`src/hostport_defines.vh`:
```
/*
  Constants for the host port wait-state controller: wait counts,
  penalties, protocol trap codes and register group address decode.
  Assumes inclusion by its bare name from the design modules.
*/
`ifndef HOSTPORT_DEFINES_VH
`define HOSTPORT_DEFINES_VH

`define WR_WAIT_TYP        4'h0
`define WR_WAIT_MAX        4'h3
`define RD_WAIT_TYP        4'h2
`define RD_WAIT_MAX        4'h5
`define RD_WAIT_ISP        4'h3
`define RD_WAIT_STILL      4'h5
`define RD_WAIT_VIDEO      4'h5
`define RD_WAIT_VIDEO_1ST  4'h7
`define RD_WAIT_3D         4'h7
`define PEN_WR_WR          4'h1
`define PEN_RD_RD          4'h1
`define PEN_WR_AFTER_RD    4'h1
`define PEN_RD_AFTER_WR    4'h3
`define DATA_HOLD_CYC      4'h1

`define GROUP_MSB          23
`define GROUP_LSB          20
`define GROUP_ISP          4'h1
`define GROUP_STILL        4'h2
`define GROUP_VIDEO        4'h3
`define GROUP_3D           4'h4

`define PROTO_DIRECT_80_1  3'h0
`define PROTO_DIRECT_80_2  3'h1
`define PROTO_DIRECT_68    3'h2
`define PROTO_INDIRECT_80  3'h3
`define PROTO_INDIRECT_68  3'h4
`define PROTO_INDIRECT_8B  3'h5
`define PROTO_BURST        3'h6

`endif

```
`src/wait_calc.v`:
```
/*
  Combinational wait count for one access from access type,
  register group and the kind of the previous access.
  Assumes inputs are stable when the access starts.
*/
`timescale 1ns/1ps
`include "hostport_defines.vh"
module wait_calc (
  input  wire       is_read,
  input  wire [3:0] group,
  input  wire [1:0] wr_extra,
  input  wire [1:0] rd_extra,
  input  wire       video_first,
  input  wire       prev_valid,
  input  wire       prev_read,
  input  wire       back_to_back,
  output reg  [3:0] wait_cnt
);

  function [3:0] sat_add;
    input [3:0] a;
    input [3:0] b;
    input [3:0] lim;
    reg   [4:0] s;
    begin
      s = {1'b0, a} + {1'b0, b};
      sat_add = (s > {1'b0, lim}) ? lim : s[3:0];
    end
  endfunction

  reg [3:0] base;
  reg [3:0] pen;

  always @* begin
    base = 4'h0;
    pen  = 4'h0;
    if (!is_read) begin
      base = sat_add(`WR_WAIT_TYP, {2'b00, wr_extra}, `WR_WAIT_MAX); // [RULE1]
    end else begin
      case (group)
        `GROUP_ISP:   base = `RD_WAIT_ISP;   // [RULE3]
        `GROUP_STILL: base = `RD_WAIT_STILL; // [RULE4]
        `GROUP_VIDEO: base = video_first ? `RD_WAIT_VIDEO_1ST : `RD_WAIT_VIDEO; // [RULE5]
        `GROUP_3D:    base = `RD_WAIT_3D;    // [RULE6]
        default:      base = sat_add(`RD_WAIT_TYP, {2'b00, rd_extra}, `RD_WAIT_MAX); // [RULE2]
      endcase
    end
    if (prev_valid && back_to_back) begin
      case ({prev_read, is_read})
        2'b00:   pen = `PEN_WR_WR;       // [RULE7]
        2'b11:   pen = `PEN_RD_RD;       // [RULE8]
        2'b10:   pen = `PEN_WR_AFTER_RD; // [RULE9]
        default: pen = `PEN_RD_AFTER_WR; // [RULE10]
      endcase
    end
    wait_cnt = base + pen;
  end

endmodule

```
`src/async_host_port_wait_control.v`:
```
/*
  Host port wait-state controller of the device: strobe synchronisers,
  wait output, read data drive and protocol trap capture.
  Assumes the host holds select, address and enables stable around
  strobes and keeps strobes low until wait is released.
*/
`timescale 1ns/1ps
`include "hostport_defines.vh"
// Function
// [RULE1] write waits zero, up to three extra
// [RULE2] ordinary read waits two, up to five
// [RULE3] image processor read waits three cycles
// [RULE4] still image codec read waits five
// [RULE5] video read waits five, first seven
// [RULE6] 3D engine read waits seven cycles
// [RULE7] back-to-back writes add one cycle
// [RULE8] back-to-back reads add one cycle
// [RULE9] write after read adds one cycle
// [RULE10] read after write adds three cycles
// [RULE11] waits counted in inner clock periods
// [RULE12] wait low during access, released after
// [RULE13] drive read data, hold, then release
// [RULE14] host sets select and address first
// [RULE15] indirect host qualifies address with valid
// [RULE16] host gives write data after strobe
// [RULE17] host holds strobe until wait released
// [RULE18] bus protocol trapped from pins at reset
module async_host_port_wait_control (
  input  wire        CLOCK,
  input  wire        RESET,
  input  wire        CS_N,
  input  wire        RD_N,
  input  wire        WR_N,
  input  wire [23:0] ADDR,
  input  wire        HOST_ADDR_VALID_N,
  input  wire        HOST_ADDR_BIT_TEN,
  input  wire        HOST_CLK_PIN,
  input  wire [1:0]  CFG,
  input  wire [1:0]  WR_EXTRA,
  input  wire [1:0]  RD_EXTRA,
  input  wire [15:0] RD_DATA_IN,
  input  wire [15:0] DATA_IN,
  output wire [15:0] DATA_OUT,
  output wire        DATA_OE,
  output wire        WAIT_N_OUT,
  output wire        WAIT_OE,
  output wire        WR_STROBE,
  output wire [15:0] WR_DATA,
  output wire [23:0] ACC_ADDR,
  output wire [2:0]  PROTOCOL
);

  localparam ST_IDLE = 4'b0001;
  localparam ST_WAIT = 4'b0010;
  localparam ST_DONE = 4'b0100;
  localparam ST_HOLD = 4'b1000;

  reg  [3:0]  state_reg;
  reg  [3:0]  state_next;
  reg         rd_s1_reg;
  reg         rd_s2_reg;
  reg         wr_s1_reg;
  reg         wr_s2_reg;
  reg  [3:0]  cnt_reg;
  reg  [3:0]  cnt_next;
  reg         is_read_reg;
  reg         prev_valid_reg;
  reg         prev_read_reg;
  reg         gap_reg;
  reg         video_seen_reg;
  reg  [15:0] dout_reg;
  reg         doe_reg;
  reg         wait_oe_reg;
  reg         wstb_reg;
  reg  [15:0] wdata_reg;
  reg  [23:0] addr_reg;
  reg  [2:0]  proto_reg;
  reg         trap_done_reg;
  reg  [23:0] addr_lat_reg;
  wire [3:0]  wait_cnt;
  wire        rd_act;
  wire        wr_act;
  wire        start;
  wire        cur_read;

  // two stage synchronisers; first stage read only by the second [RULE11]
  always @(posedge CLOCK) begin
    if (RESET) begin
      rd_s1_reg <= 1'b0;
      rd_s2_reg <= 1'b0;
      wr_s1_reg <= 1'b0;
      wr_s2_reg <= 1'b0;
    end else begin
      rd_s1_reg <= ~RD_N & ~CS_N;
      rd_s2_reg <= rd_s1_reg;
      wr_s1_reg <= ~WR_N & ~CS_N;
      wr_s2_reg <= wr_s1_reg;
    end
  end

  assign rd_act   = rd_s2_reg;
  assign wr_act   = wr_s2_reg;
  assign start    = (state_reg == ST_IDLE) && (rd_act || wr_act);
  assign cur_read = rd_act;

  // protocol trapped once after reset release [RULE18]
  always @(posedge CLOCK) begin
    if (RESET) begin
      proto_reg     <= `PROTO_DIRECT_80_1;
      trap_done_reg <= 1'b0;
    end else if (!trap_done_reg) begin
      trap_done_reg <= 1'b1;
      case (CFG)
        2'b00:   proto_reg <= HOST_CLK_PIN ? `PROTO_DIRECT_68 :
                              (HOST_ADDR_VALID_N ? `PROTO_DIRECT_80_2 : `PROTO_DIRECT_80_1);
        2'b10:   proto_reg <= HOST_ADDR_BIT_TEN ? `PROTO_INDIRECT_8B :
                              (HOST_CLK_PIN ? `PROTO_INDIRECT_68 : `PROTO_INDIRECT_80);
        2'b11:   proto_reg <= `PROTO_BURST;
        default: proto_reg <= `PROTO_DIRECT_80_1;
      endcase
    end
  end

  // indirect modes latch address while valid and select are low [RULE15]
  always @(posedge CLOCK) begin
    if (RESET) begin
      addr_lat_reg <= 24'h000000;
    end else if (!HOST_ADDR_VALID_N && !CS_N) begin
      addr_lat_reg <= ADDR;
    end
  end

  wire indirect = (proto_reg == `PROTO_INDIRECT_80) || (proto_reg == `PROTO_INDIRECT_68) ||
                  (proto_reg == `PROTO_INDIRECT_8B);
  wire [23:0] eff_addr = indirect ? addr_lat_reg : ADDR; // [RULE14]

  wait_calc u_calc (
    .is_read      (cur_read),
    .group        (eff_addr[`GROUP_MSB:`GROUP_LSB]),
    .wr_extra     (WR_EXTRA),
    .rd_extra     (RD_EXTRA),
    .video_first  (~video_seen_reg),
    .prev_valid   (prev_valid_reg),
    .prev_read    (prev_read_reg),
    .back_to_back (gap_reg),
    .wait_cnt     (wait_cnt)
  );

  always @* begin
    state_next = state_reg;
    cnt_next   = cnt_reg;
    case (state_reg)
      ST_IDLE: begin
        if (start) begin
          cnt_next   = wait_cnt;
          state_next = (wait_cnt == 4'h0) ? ST_DONE : ST_WAIT;
        end
      end
      ST_WAIT: begin
        cnt_next = cnt_reg - 4'h1;
        if (cnt_reg == 4'h1) begin
          state_next = ST_DONE;
        end
      end
      ST_DONE: begin
        // strobe end releases wait [RULE17]
        if (!rd_act && !wr_act) begin
          state_next = is_read_reg ? ST_HOLD : ST_IDLE;
        end
      end
      ST_HOLD: begin
        state_next = ST_IDLE;
      end
      default: begin
        state_next = ST_IDLE;
      end
    endcase
  end

  always @(posedge CLOCK) begin
    if (RESET) begin
      state_reg      <= ST_IDLE;
      cnt_reg        <= 4'h0;
      is_read_reg    <= 1'b0;
      prev_valid_reg <= 1'b0;
      prev_read_reg  <= 1'b0;
      gap_reg        <= 1'b0;
      video_seen_reg <= 1'b0;
      dout_reg       <= 16'h0000;
      doe_reg        <= 1'b0;
      wait_oe_reg    <= 1'b0;
      wstb_reg       <= 1'b0;
      wdata_reg      <= 16'h0000;
      addr_reg       <= 24'h000000;
    end else begin
      state_reg <= state_next;
      cnt_reg   <= cnt_next;
      wstb_reg  <= 1'b0;
      // back-to-back: next access sampled in the first idle cycle after release
      if (state_reg == ST_IDLE) begin
        gap_reg <= 1'b0;
      end
      if (start) begin
        is_read_reg    <= cur_read;
        addr_reg       <= eff_addr;
        wait_oe_reg    <= 1'b1; // [RULE12]
        prev_valid_reg <= 1'b1;
        if (cur_read && eff_addr[`GROUP_MSB:`GROUP_LSB] == `GROUP_VIDEO) begin
          video_seen_reg <= 1'b1; // [RULE5]
        end
      end
      // drive starts with the wait pin, so data never lags the strobe take
      if (cur_read && (start || state_reg != ST_IDLE)) begin
        doe_reg <= 1'b1; // [RULE13]
      end
      // data taken while the strobe is still held low; after release it is gone
      if (state_next == ST_DONE && state_reg != ST_DONE && wr_act) begin
        wdata_reg <= DATA_IN; // [RULE16]
      end
      if (state_next == ST_DONE && is_read_reg) begin
        dout_reg <= RD_DATA_IN; // [RULE13]
      end
      if (state_reg == ST_DONE && state_next != ST_DONE) begin
        wait_oe_reg   <= 1'b0; // [RULE12]
        prev_read_reg <= is_read_reg;
        gap_reg       <= 1'b1; // [RULE7] [RULE8]
        if (!is_read_reg) begin
          wstb_reg  <= 1'b1;
        end
      end
      if (state_reg == ST_HOLD) begin
        doe_reg <= 1'b0; // [RULE13]
      end
    end
  end

  // wait low while counting, high once counted out [RULE12]
  assign WAIT_N_OUT = (state_reg != ST_WAIT);
  assign WAIT_OE    = wait_oe_reg;
  assign DATA_OUT   = dout_reg;
  assign DATA_OE    = doe_reg;
  assign WR_STROBE  = wstb_reg;
  assign WR_DATA    = wdata_reg;
  assign ACC_ADDR   = addr_reg;
  assign PROTOCOL   = proto_reg;

endmodule

```
`config.mk`:
```
export PLATFORM = sky130hd
export DESIGN_NAME = async_host_port_wait_control
export DESIGN_NICKNAME = d
export VERILOG_FILES = /design/src/wait_calc.v /design/src/async_host_port_wait_control.v
export VERILOG_INCLUDE_DIRS = /design/src
export SDC_FILE = /design/constraint.sdc
export NUM_CORES = 1
export LEC_CHECK = 0
export BUFFER_PORTS_ARGS = -buffer_cell sky130_fd_sc_hd__buf_4
export CORE_ASPECT_RATIO = 0.75
export CORE_UTILIZATION = 50
export CTS_BUF_LIST = sky130_fd_sc_hd__clkbuf_16
export CTS_CLUSTER_DIAMETER = 120
export DETAILED_ROUTE_END_ITERATION = 8
export PLACE_DENSITY_LB_ADDON = 0.05
export SYNTH_ARGS = -nofsm -noshare
export SYNTH_HDL_FRONTEND = slang
export SYNTH_SLANG_ARGS = --single-unit
```
`constraint.sdc`:
```
create_clock -name CLOCK -period 4.38 [get_ports CLOCK]
set_input_delay 0.657 -clock CLOCK [delete_from_list [all_inputs] [get_ports CLOCK]]
set_output_delay 0.657 -clock CLOCK [all_outputs]
set_load 0.01 [all_outputs]
```
==> flow_metrics.py, run 1 <==
metrics = {
    "outcome": {
        "status": "complete, but fails checks",
        "violations": "design-rule violations",
    },
    "setup_path": {
        "crit_type": "flip-flop to flip-flop",
        "critPathRequiredTime_ns": 4.65,
        "arrival_ns": 4.14,
        "reg2regPathDepth": 12,
        "r2r_end": "DATA_OUT[10]$_SDFFE_PP0P_",
        "r2r_start": "PROTOCOL[2]$_SDFFE_PP0N_",
        "crit_path_end_kind": "flip-flop",
        "reg2reg_slack_ns": 0.50,
        "cp-start-kind": "flip-flop",
        "cp_max_fo": 16,
    },
    "route": {
        "wl_mm": 10.6,
        "dr.first_iter.drc_count": 175,
        "vias": 3885,
        "avgRoutedWirePerCell_um": 14.3,
        "drc": 5,
        "via_per_inst": 5.24,
        "postRouteAntennaNets": 0,
        "drt_pass1_iterations": 8,
    },
    "clock_network": {
        "cts_buffers": 9,
        "cts_setup_buffers": 0,
        "clock_latency_ns": 0.34,
        "hold_buffers": 0,
        "htreeDepth": 3,
        "clock_sinks": 104,
        "cts.reportedPaths.clkPinSlew_ns": 0.07,
        "cts_tree": "yes",
        "clockBufferDepth": 2,
        "cts.repair.resized": 0,
        "clockRootBuffer": "clkbuf_16",
    },
    "synth": {
        "syn_nets": 587,
        "yosys-mux-area-fraction": 0.123,
        "synth_area_per_cell_um2": 8.81,
        "synthAdderAreaFrac": 0.0155,
        "synthTopCellsByArea": "dfxtp_1, mux2i_1, nand2_1, a21oi_1, a211oi_1",
        "async_flop_share": 0,
        "synthXorXnorAreaFrac": 0.00971,
        "synth_compound_area_frac": 0.142,
        "synth_top_area_frac": 0.462,
        "ys_seq_area_frac": 0.462,
        "synthCells": 512,
        "synth.cell_area_um2": 4510,
        "yosysWarnings": 0,
        "synth-main-ff-cell": "dfxtp_1",
        "synthSimpleGateAreaFrac": 0.212,
        "yosys.area.top_type": "dfxtp_1",
        "synth_edf_count": 0,
        "synth_seq_cells": 104,
        "synth_top_family_by_area": "simple AND/OR/NAND/NOR gates",
        "synth_cell_types": 59,
    },
    "power": {
        "p_leak_uw": 0.00250,
        "powerDensity_nw_per_um2": 347,
        "ir_drop_uv": 245,
    },
    "placed_design": {
        "hpwl_mm": 7.56,
        "place_inst": 725,
        "pre_cts_ws_ns": 0.386,
        "place_area_um2": 5540,
        "port-buffer-count": 132,
        "globalplace.congestion": 0.793,
    },
    "die": {
        "start_util": 0.525,
        "die_h_um": 84.3,
        "num_rows": 29,
        "boundaryPins": 133,
        "core_um2": 8600,
        "fp.dieArea_um2": 9410,
        "die_x_um": 112,
    },
    "final_layout": {
        "final_common_cell": "buf_4",
        "n_antenna_cell": 0,
        "final_cell_mix": "buf_4, nand2_1, dfxtp_1, mux2i_1, nor2_1",
        "synthToLayoutAreaGrowth_pct": 29.2,
        "utilization": 0.678,
        "fin_cells": 741,
        "drive_gt1_frac": 0.264,
        "stdcell_area_um2": 5830,
        "nets": 703,
        "num-fill-cells": 715,
    },
    "global_route": {
        "antenna_found_initial": 0,
        "grt_first_pass_wirelength_mm": 17.2,
        "gr-usage-all-layers": 0.227,
        "grt_pass1_vias": 3655,
        "overflow": 0,
        "grt_max_degree": 70,
    },
    "worst_hold_path": {
        "min_path_cells": 1,
        "min_path_type": "flip-flop to flip-flop",
        "hold_end": "wr_act$_SDFF_PP0_",
        "hold_start": "wr_s1_reg$_SDFF_PP0_",
    },
    "sta": {
        "setup_violations": 0,
        "tightest_slew_ns": 1.16,
        "fin_crit_sh": 0.885,
        "rsz0062_at_grt": "false",
        "setup_ws_ns": 0.502,
        "finClkSkew_ns": 0.00808,
        "slew_headroom": 0.222,
        "min_period_ns": 3.88,
        "max_freq_ghz": 0.258,
        "hold_viol_final": 0,
        "drv_slew": 0,
        "finalSetupTns_ns": 0,
    },
    "flow_run": {
        "maxCapViolations": 0,
    },
}
==> worst max path at each step <==
stage,start,end,slack (ns),cells after the start
after floorplan,PROTOCOL[2]$_SDFFE_PP0N_,WR_DATA[10]$_SDFFE_PP0P_,0.71,12
after global placement,ADDR[22],WR_DATA[12]$_SDFFE_PP0P_,0.49,12
after detailed placement,ADDR[22],WR_DATA[10]$_SDFFE_PP0P_,0.39,12
after CTS,PROTOCOL[2]$_SDFFE_PP0N_,DATA_OUT[10]$_SDFFE_PP0P_,0.49,12
after global routing,PROTOCOL[1]$_SDFFE_PP0N_,DATA_OUT[1]$_SDFFE_PP0P_,0.18,13
final,PROTOCOL[2]$_SDFFE_PP0N_,DATA_OUT[10]$_SDFFE_PP0P_,0.50,12
==> through the flow <==
| stage | total power (µW) | hold WS, ns |
|---|---|---|
| after floorplan | 1160 | 0.414 |
| after global placement | 1260 | 0.421 |
| after global routing | 2110 | 0.472 |
| after detailed placement | 1270 | 0.428 |
| after CTS | 2040 | 0.439 |
| final | 2020 | 0.440 |
==> area by class of cell <==
type,count,area [µm²],area share
clock inverter,7,63.8,0.0109
clock buffer,9,225,0.0386
timing repair buffer,137,1030,0.176
multi-input combinational,371,2280,0.390
inverter,5,18.8,0.00322
tap,108,135,0.0232
sequential,104,2080,0.357
==> where the power goes <==
| part | switching [µW] | leakage, µW | internal (µW) | total [µW] |
|---|---|---|---|---|
| logic | 127 | 0.00150 | 119 | 245 |
| clock network | 338 | 0.000150 | 439 | 777 |
| registers | 23.4 | 0.000845 | 979 | 1000 |
| total | 488 | 0.00250 | 1540 | 2020 |
==> synth_stat cells (3+ instances only) <==
cell	n
and3_1	4
inv_1	4
xnor2_1	3
o21ai_0	4
ha_1	4
clkbuf_1	24
buf_1	4
mux2i_1	54
a21oi_1	40
nand3_1	3
nor2_1	50
nor3_1	7
nand2_1	124
buf_6	3
dfxtp_1	104
a211oi_1	25
==> cell families (layout without fill, tap and decap cells) <==
logic type	count (synthesis)	after routing
buffers and inverters	37	158
flip-flops	104	104
AO/OA/AOI/OAI	93	93
XOR/XNOR	5	5
adder cells (fa/ha/maj)	5	5
multiplexers	55	55
AND/OR/NAND/NOR	213	213
==> routing by layer <==
layer	vias to the layer above	part of all wire	track usage
li1	1990	-	-
met1	1781	0.46	0.295
met4	0	0.0050	0.0700
met5	-	0	0
met2	110	0.47	0.366
met3	4	0.069	0.0671
==> critical path: stages, from the launching register on <==
cell and delay (ns):
dfxtp_1 0.45, and3b_1 0.24, nor2_2 0.18, mux2_4 0.36
nor3_2 0.34, o221ai_1 0.16, o21a_1 0.18, fa_1 0.52
nor4_2 0.42, a31oi_2 0.24, a21boi_2 0.18, buf_4 0.30
mux2i_1 0.23
Power figures use the tool's default switching activity.
==> run 2, diff against run 1 <==
--- a/config.mk
+++ b/config.mk
@@ -8,11 +8,12 @@
 export LEC_CHECK = 0
 export BUFFER_PORTS_ARGS = -buffer_cell sky130_fd_sc_hd__buf_4
 export CORE_ASPECT_RATIO = 0.75
-export CORE_UTILIZATION = 50
+export CORE_UTILIZATION = 46
 export CTS_BUF_LIST = sky130_fd_sc_hd__clkbuf_16
 export CTS_CLUSTER_DIAMETER = 120
 export DETAILED_ROUTE_END_ITERATION = 8
 export PLACE_DENSITY_LB_ADDON = 0.05
+export SLEW_MARGIN = 20
 export SYNTH_ARGS = -nofsm -noshare
 export SYNTH_HDL_FRONTEND = slang
 export SYNTH_SLANG_ARGS = --single-unit
==> run 2 against run 1 <==
Effect of this change: cell count increased by 2.8%; the run now ends clean; final area increased by 0.24%; wire length increased by 5.2%; critical path type unchanged; clock-buffer cell count unchanged; global-route usage about the same; setup slack got worse by 0.20 ns; combinational power increased by 2%.
==> flow_metrics.py, run 2 (synthesis results as in run 1) <==
metrics = {
    "outcome": {
        "status": "complete, no violations",
    },
    "route": {
        "drt_pass1_iterations": 4,
        "drc": 0,
        "avgRoutedWirePerCell_um": 14.6,
        "vias": 3940,
        "dr.first_iter.drc_count": 181,
        "wl_mm": 11.1,
        "postRouteAntennaNets": 0,
        "via_per_inst": 5.17,
    },
    "clock_network": {
        "htreeDepth": 3,
        "cts_tree": "yes",
        "clock_sinks": 104,
        "clockBufferDepth": 2,
        "cts_setup_buffers": 0,
        "cts_buffers": 9,
        "clockRootBuffer": "clkbuf_16",
        "clock_latency_ns": 0.34,
        "cts.repair.resized": 0,
        "cts.reportedPaths.clkPinSlew_ns": 0.06,
        "hold_buffers": 0,
    },
    "placed_design": {
        "hpwl_mm": 7.91,
        "pre_cts_ws_ns": 0.229,
        "globalplace.congestion": 0.796,
        "port-buffer-count": 132,
    },
    "sta": {
        "hold_viol_final": 0,
        "max_freq_ghz": 0.245,
        "slew_headroom": 0.312,
        "fin_crit_sh": 0.930,
        "finClkSkew_ns": 0.00528,
        "tightest_slew_ns": 1.03,
        "drv_slew": 0,
        "setup_violations": 0,
        "setup_ws_ns": 0.306,
        "rsz0062_at_grt": "false",
        "min_period_ns": 4.07,
        "finalSetupTns_ns": 0,
    },
    "final_layout": {
        "num-fill-cells": 821,
        "regArea_um2": 2080,
        "multiInputGateArea_um2": 2280,
        "synthToLayoutAreaGrowth_pct": 29.5,
        "final_cell_mix": "buf_4, nand2_1, dfxtp_1, mux2i_1, nor2_1",
        "final_common_cell": "buf_4",
        "utilization": 0.630,
        "nets": 704,
        "n_antenna_cell": 0,
        "drive_gt1_frac": 0.263,
    },
    "global_route": {
        "grt_pass1_vias": 3753,
        "antenna_found_initial": 0,
        "grt_max_degree": 70,
        "overflow": 0,
        "gr-usage-all-layers": 0.227,
        "grt_first_pass_wirelength_mm": 18.1,
    },
    "setup_path": {
        "arrival_ns": 4.33,
        "crit_path_end_kind": "flip-flop",
        "cp-start-kind": "flip-flop",
        "r2r_start": "PROTOCOL[2]$_SDFFE_PP0N_",
        "cp_max_fo": 16,
        "crit_type": "flip-flop to flip-flop",
        "critPathRequiredTime_ns": 4.63,
        "critPathLaunch": "PROTOCOL[2]$_SDFFE_PP0N_",
    },
    "power": {
        "p_leak_uw": 0.00249,
        "powerDensity_nw_per_um2": 336,
        "ir_drop_uv": 174,
    },
    "die": {
        "die_h_um": 87.8,
        "core_um2": 9270,
        "boundaryPins": 133,
        "num_rows": 30,
        "start_util": 0.487,
        "die_x_um": 116,
        "fp.dieArea_um2": 10200,
    },
    "worst_hold_path": {
        "hold_start": "rd_s1_reg$_SDFF_PP0_",
        "min_path_type": "flip-flop to flip-flop",
    },
    "flow_run": {
        "maxCapViolations": 0,
    },
}
## run 2: cell types whose count changed in the layout (fill, tap and decap cells not counted)
cell,delta
inv_6,-1
clkinv_4,-1
clkinv_2,+1
bufinv_16,-1
buf_12,+1
clkinvlp_4,+1
inv_1,+1
## run 2: worst paths after layout
kind                              endpoint  slack (ns)  depth (start not counted)
setup / recovery  DATA_OUT[8]$_SDFFE_PP0P_        0.31                         12
setup reg to reg  DATA_OUT[8]$_SDFFE_PP0P_        0.31                         12
hold / removal         cur_read$_SDFF_PP0_        0.44                          1
hold reg to reg        cur_read$_SDFF_PP0_        0.44                          1
## run 2: where the power goes
part           total [µW]  switching (µW)  internal, µW  leakage, µW
clock network         707             332           375     0.000136
registers            1000            24.0           979     0.000845
logic                 251             131           121      0.00151
total                1960             486          1470      0.00249
## run 2: layout make-up
| class | instances | share of cell area |
|---|---|---|
| well taps | 128 | 0.0274 |
| clock buffers | 9 | 0.0385 |
| clock inverters | 7 | 0.00557 |
| repair buffers | 138 | 0.179 |
| flip-flops and latches | 104 | 0.356 |
| inverters | 5 | 0.00321 |
| multi-input cells | 371 | 0.390 |
## run 2: per-layer routing
| metal | share of wire | global-route usage | up-vias |
|---|---|---|---|
| met4 | 0.0080 | 0.0466 | 0 |
| met2 | 0.45 | 0.359 | 119 |
| met5 | 0 | 0 | - |
| met1 | 0.47 | 0.304 | 1823 |
| li1 | - | - | 1989 |
| met3 | 0.073 | 0.0740 | 9 |
## run 2: stage by stage
step                      std cells  power [µW]  cell area [µm²]  hold WS [ns]
after detailed placement        746        1280             5590         0.434
after floorplan                 512        1160             4510         0.414
after global placement          745        1270             5570         0.417
final                           762        1960             5840         0.441
after CTS                       762        1980             5840         0.444
after global routing            762        2050             5840         0.462
## run 2: worst max-delay path: stages (launching register included)
cell	delay [ns]
dfxtp_1	0.46
and3b_1	0.23
nor2_2	0.21
mux2_4	0.36
nor3_2	0.39
o221ai_1	0.18
o21a_1	0.19
fa_1	0.52
nor4_2	0.46
a31oi_2	0.25
a21boi_2	0.18
buf_4	0.29
mux2i_1	0.26
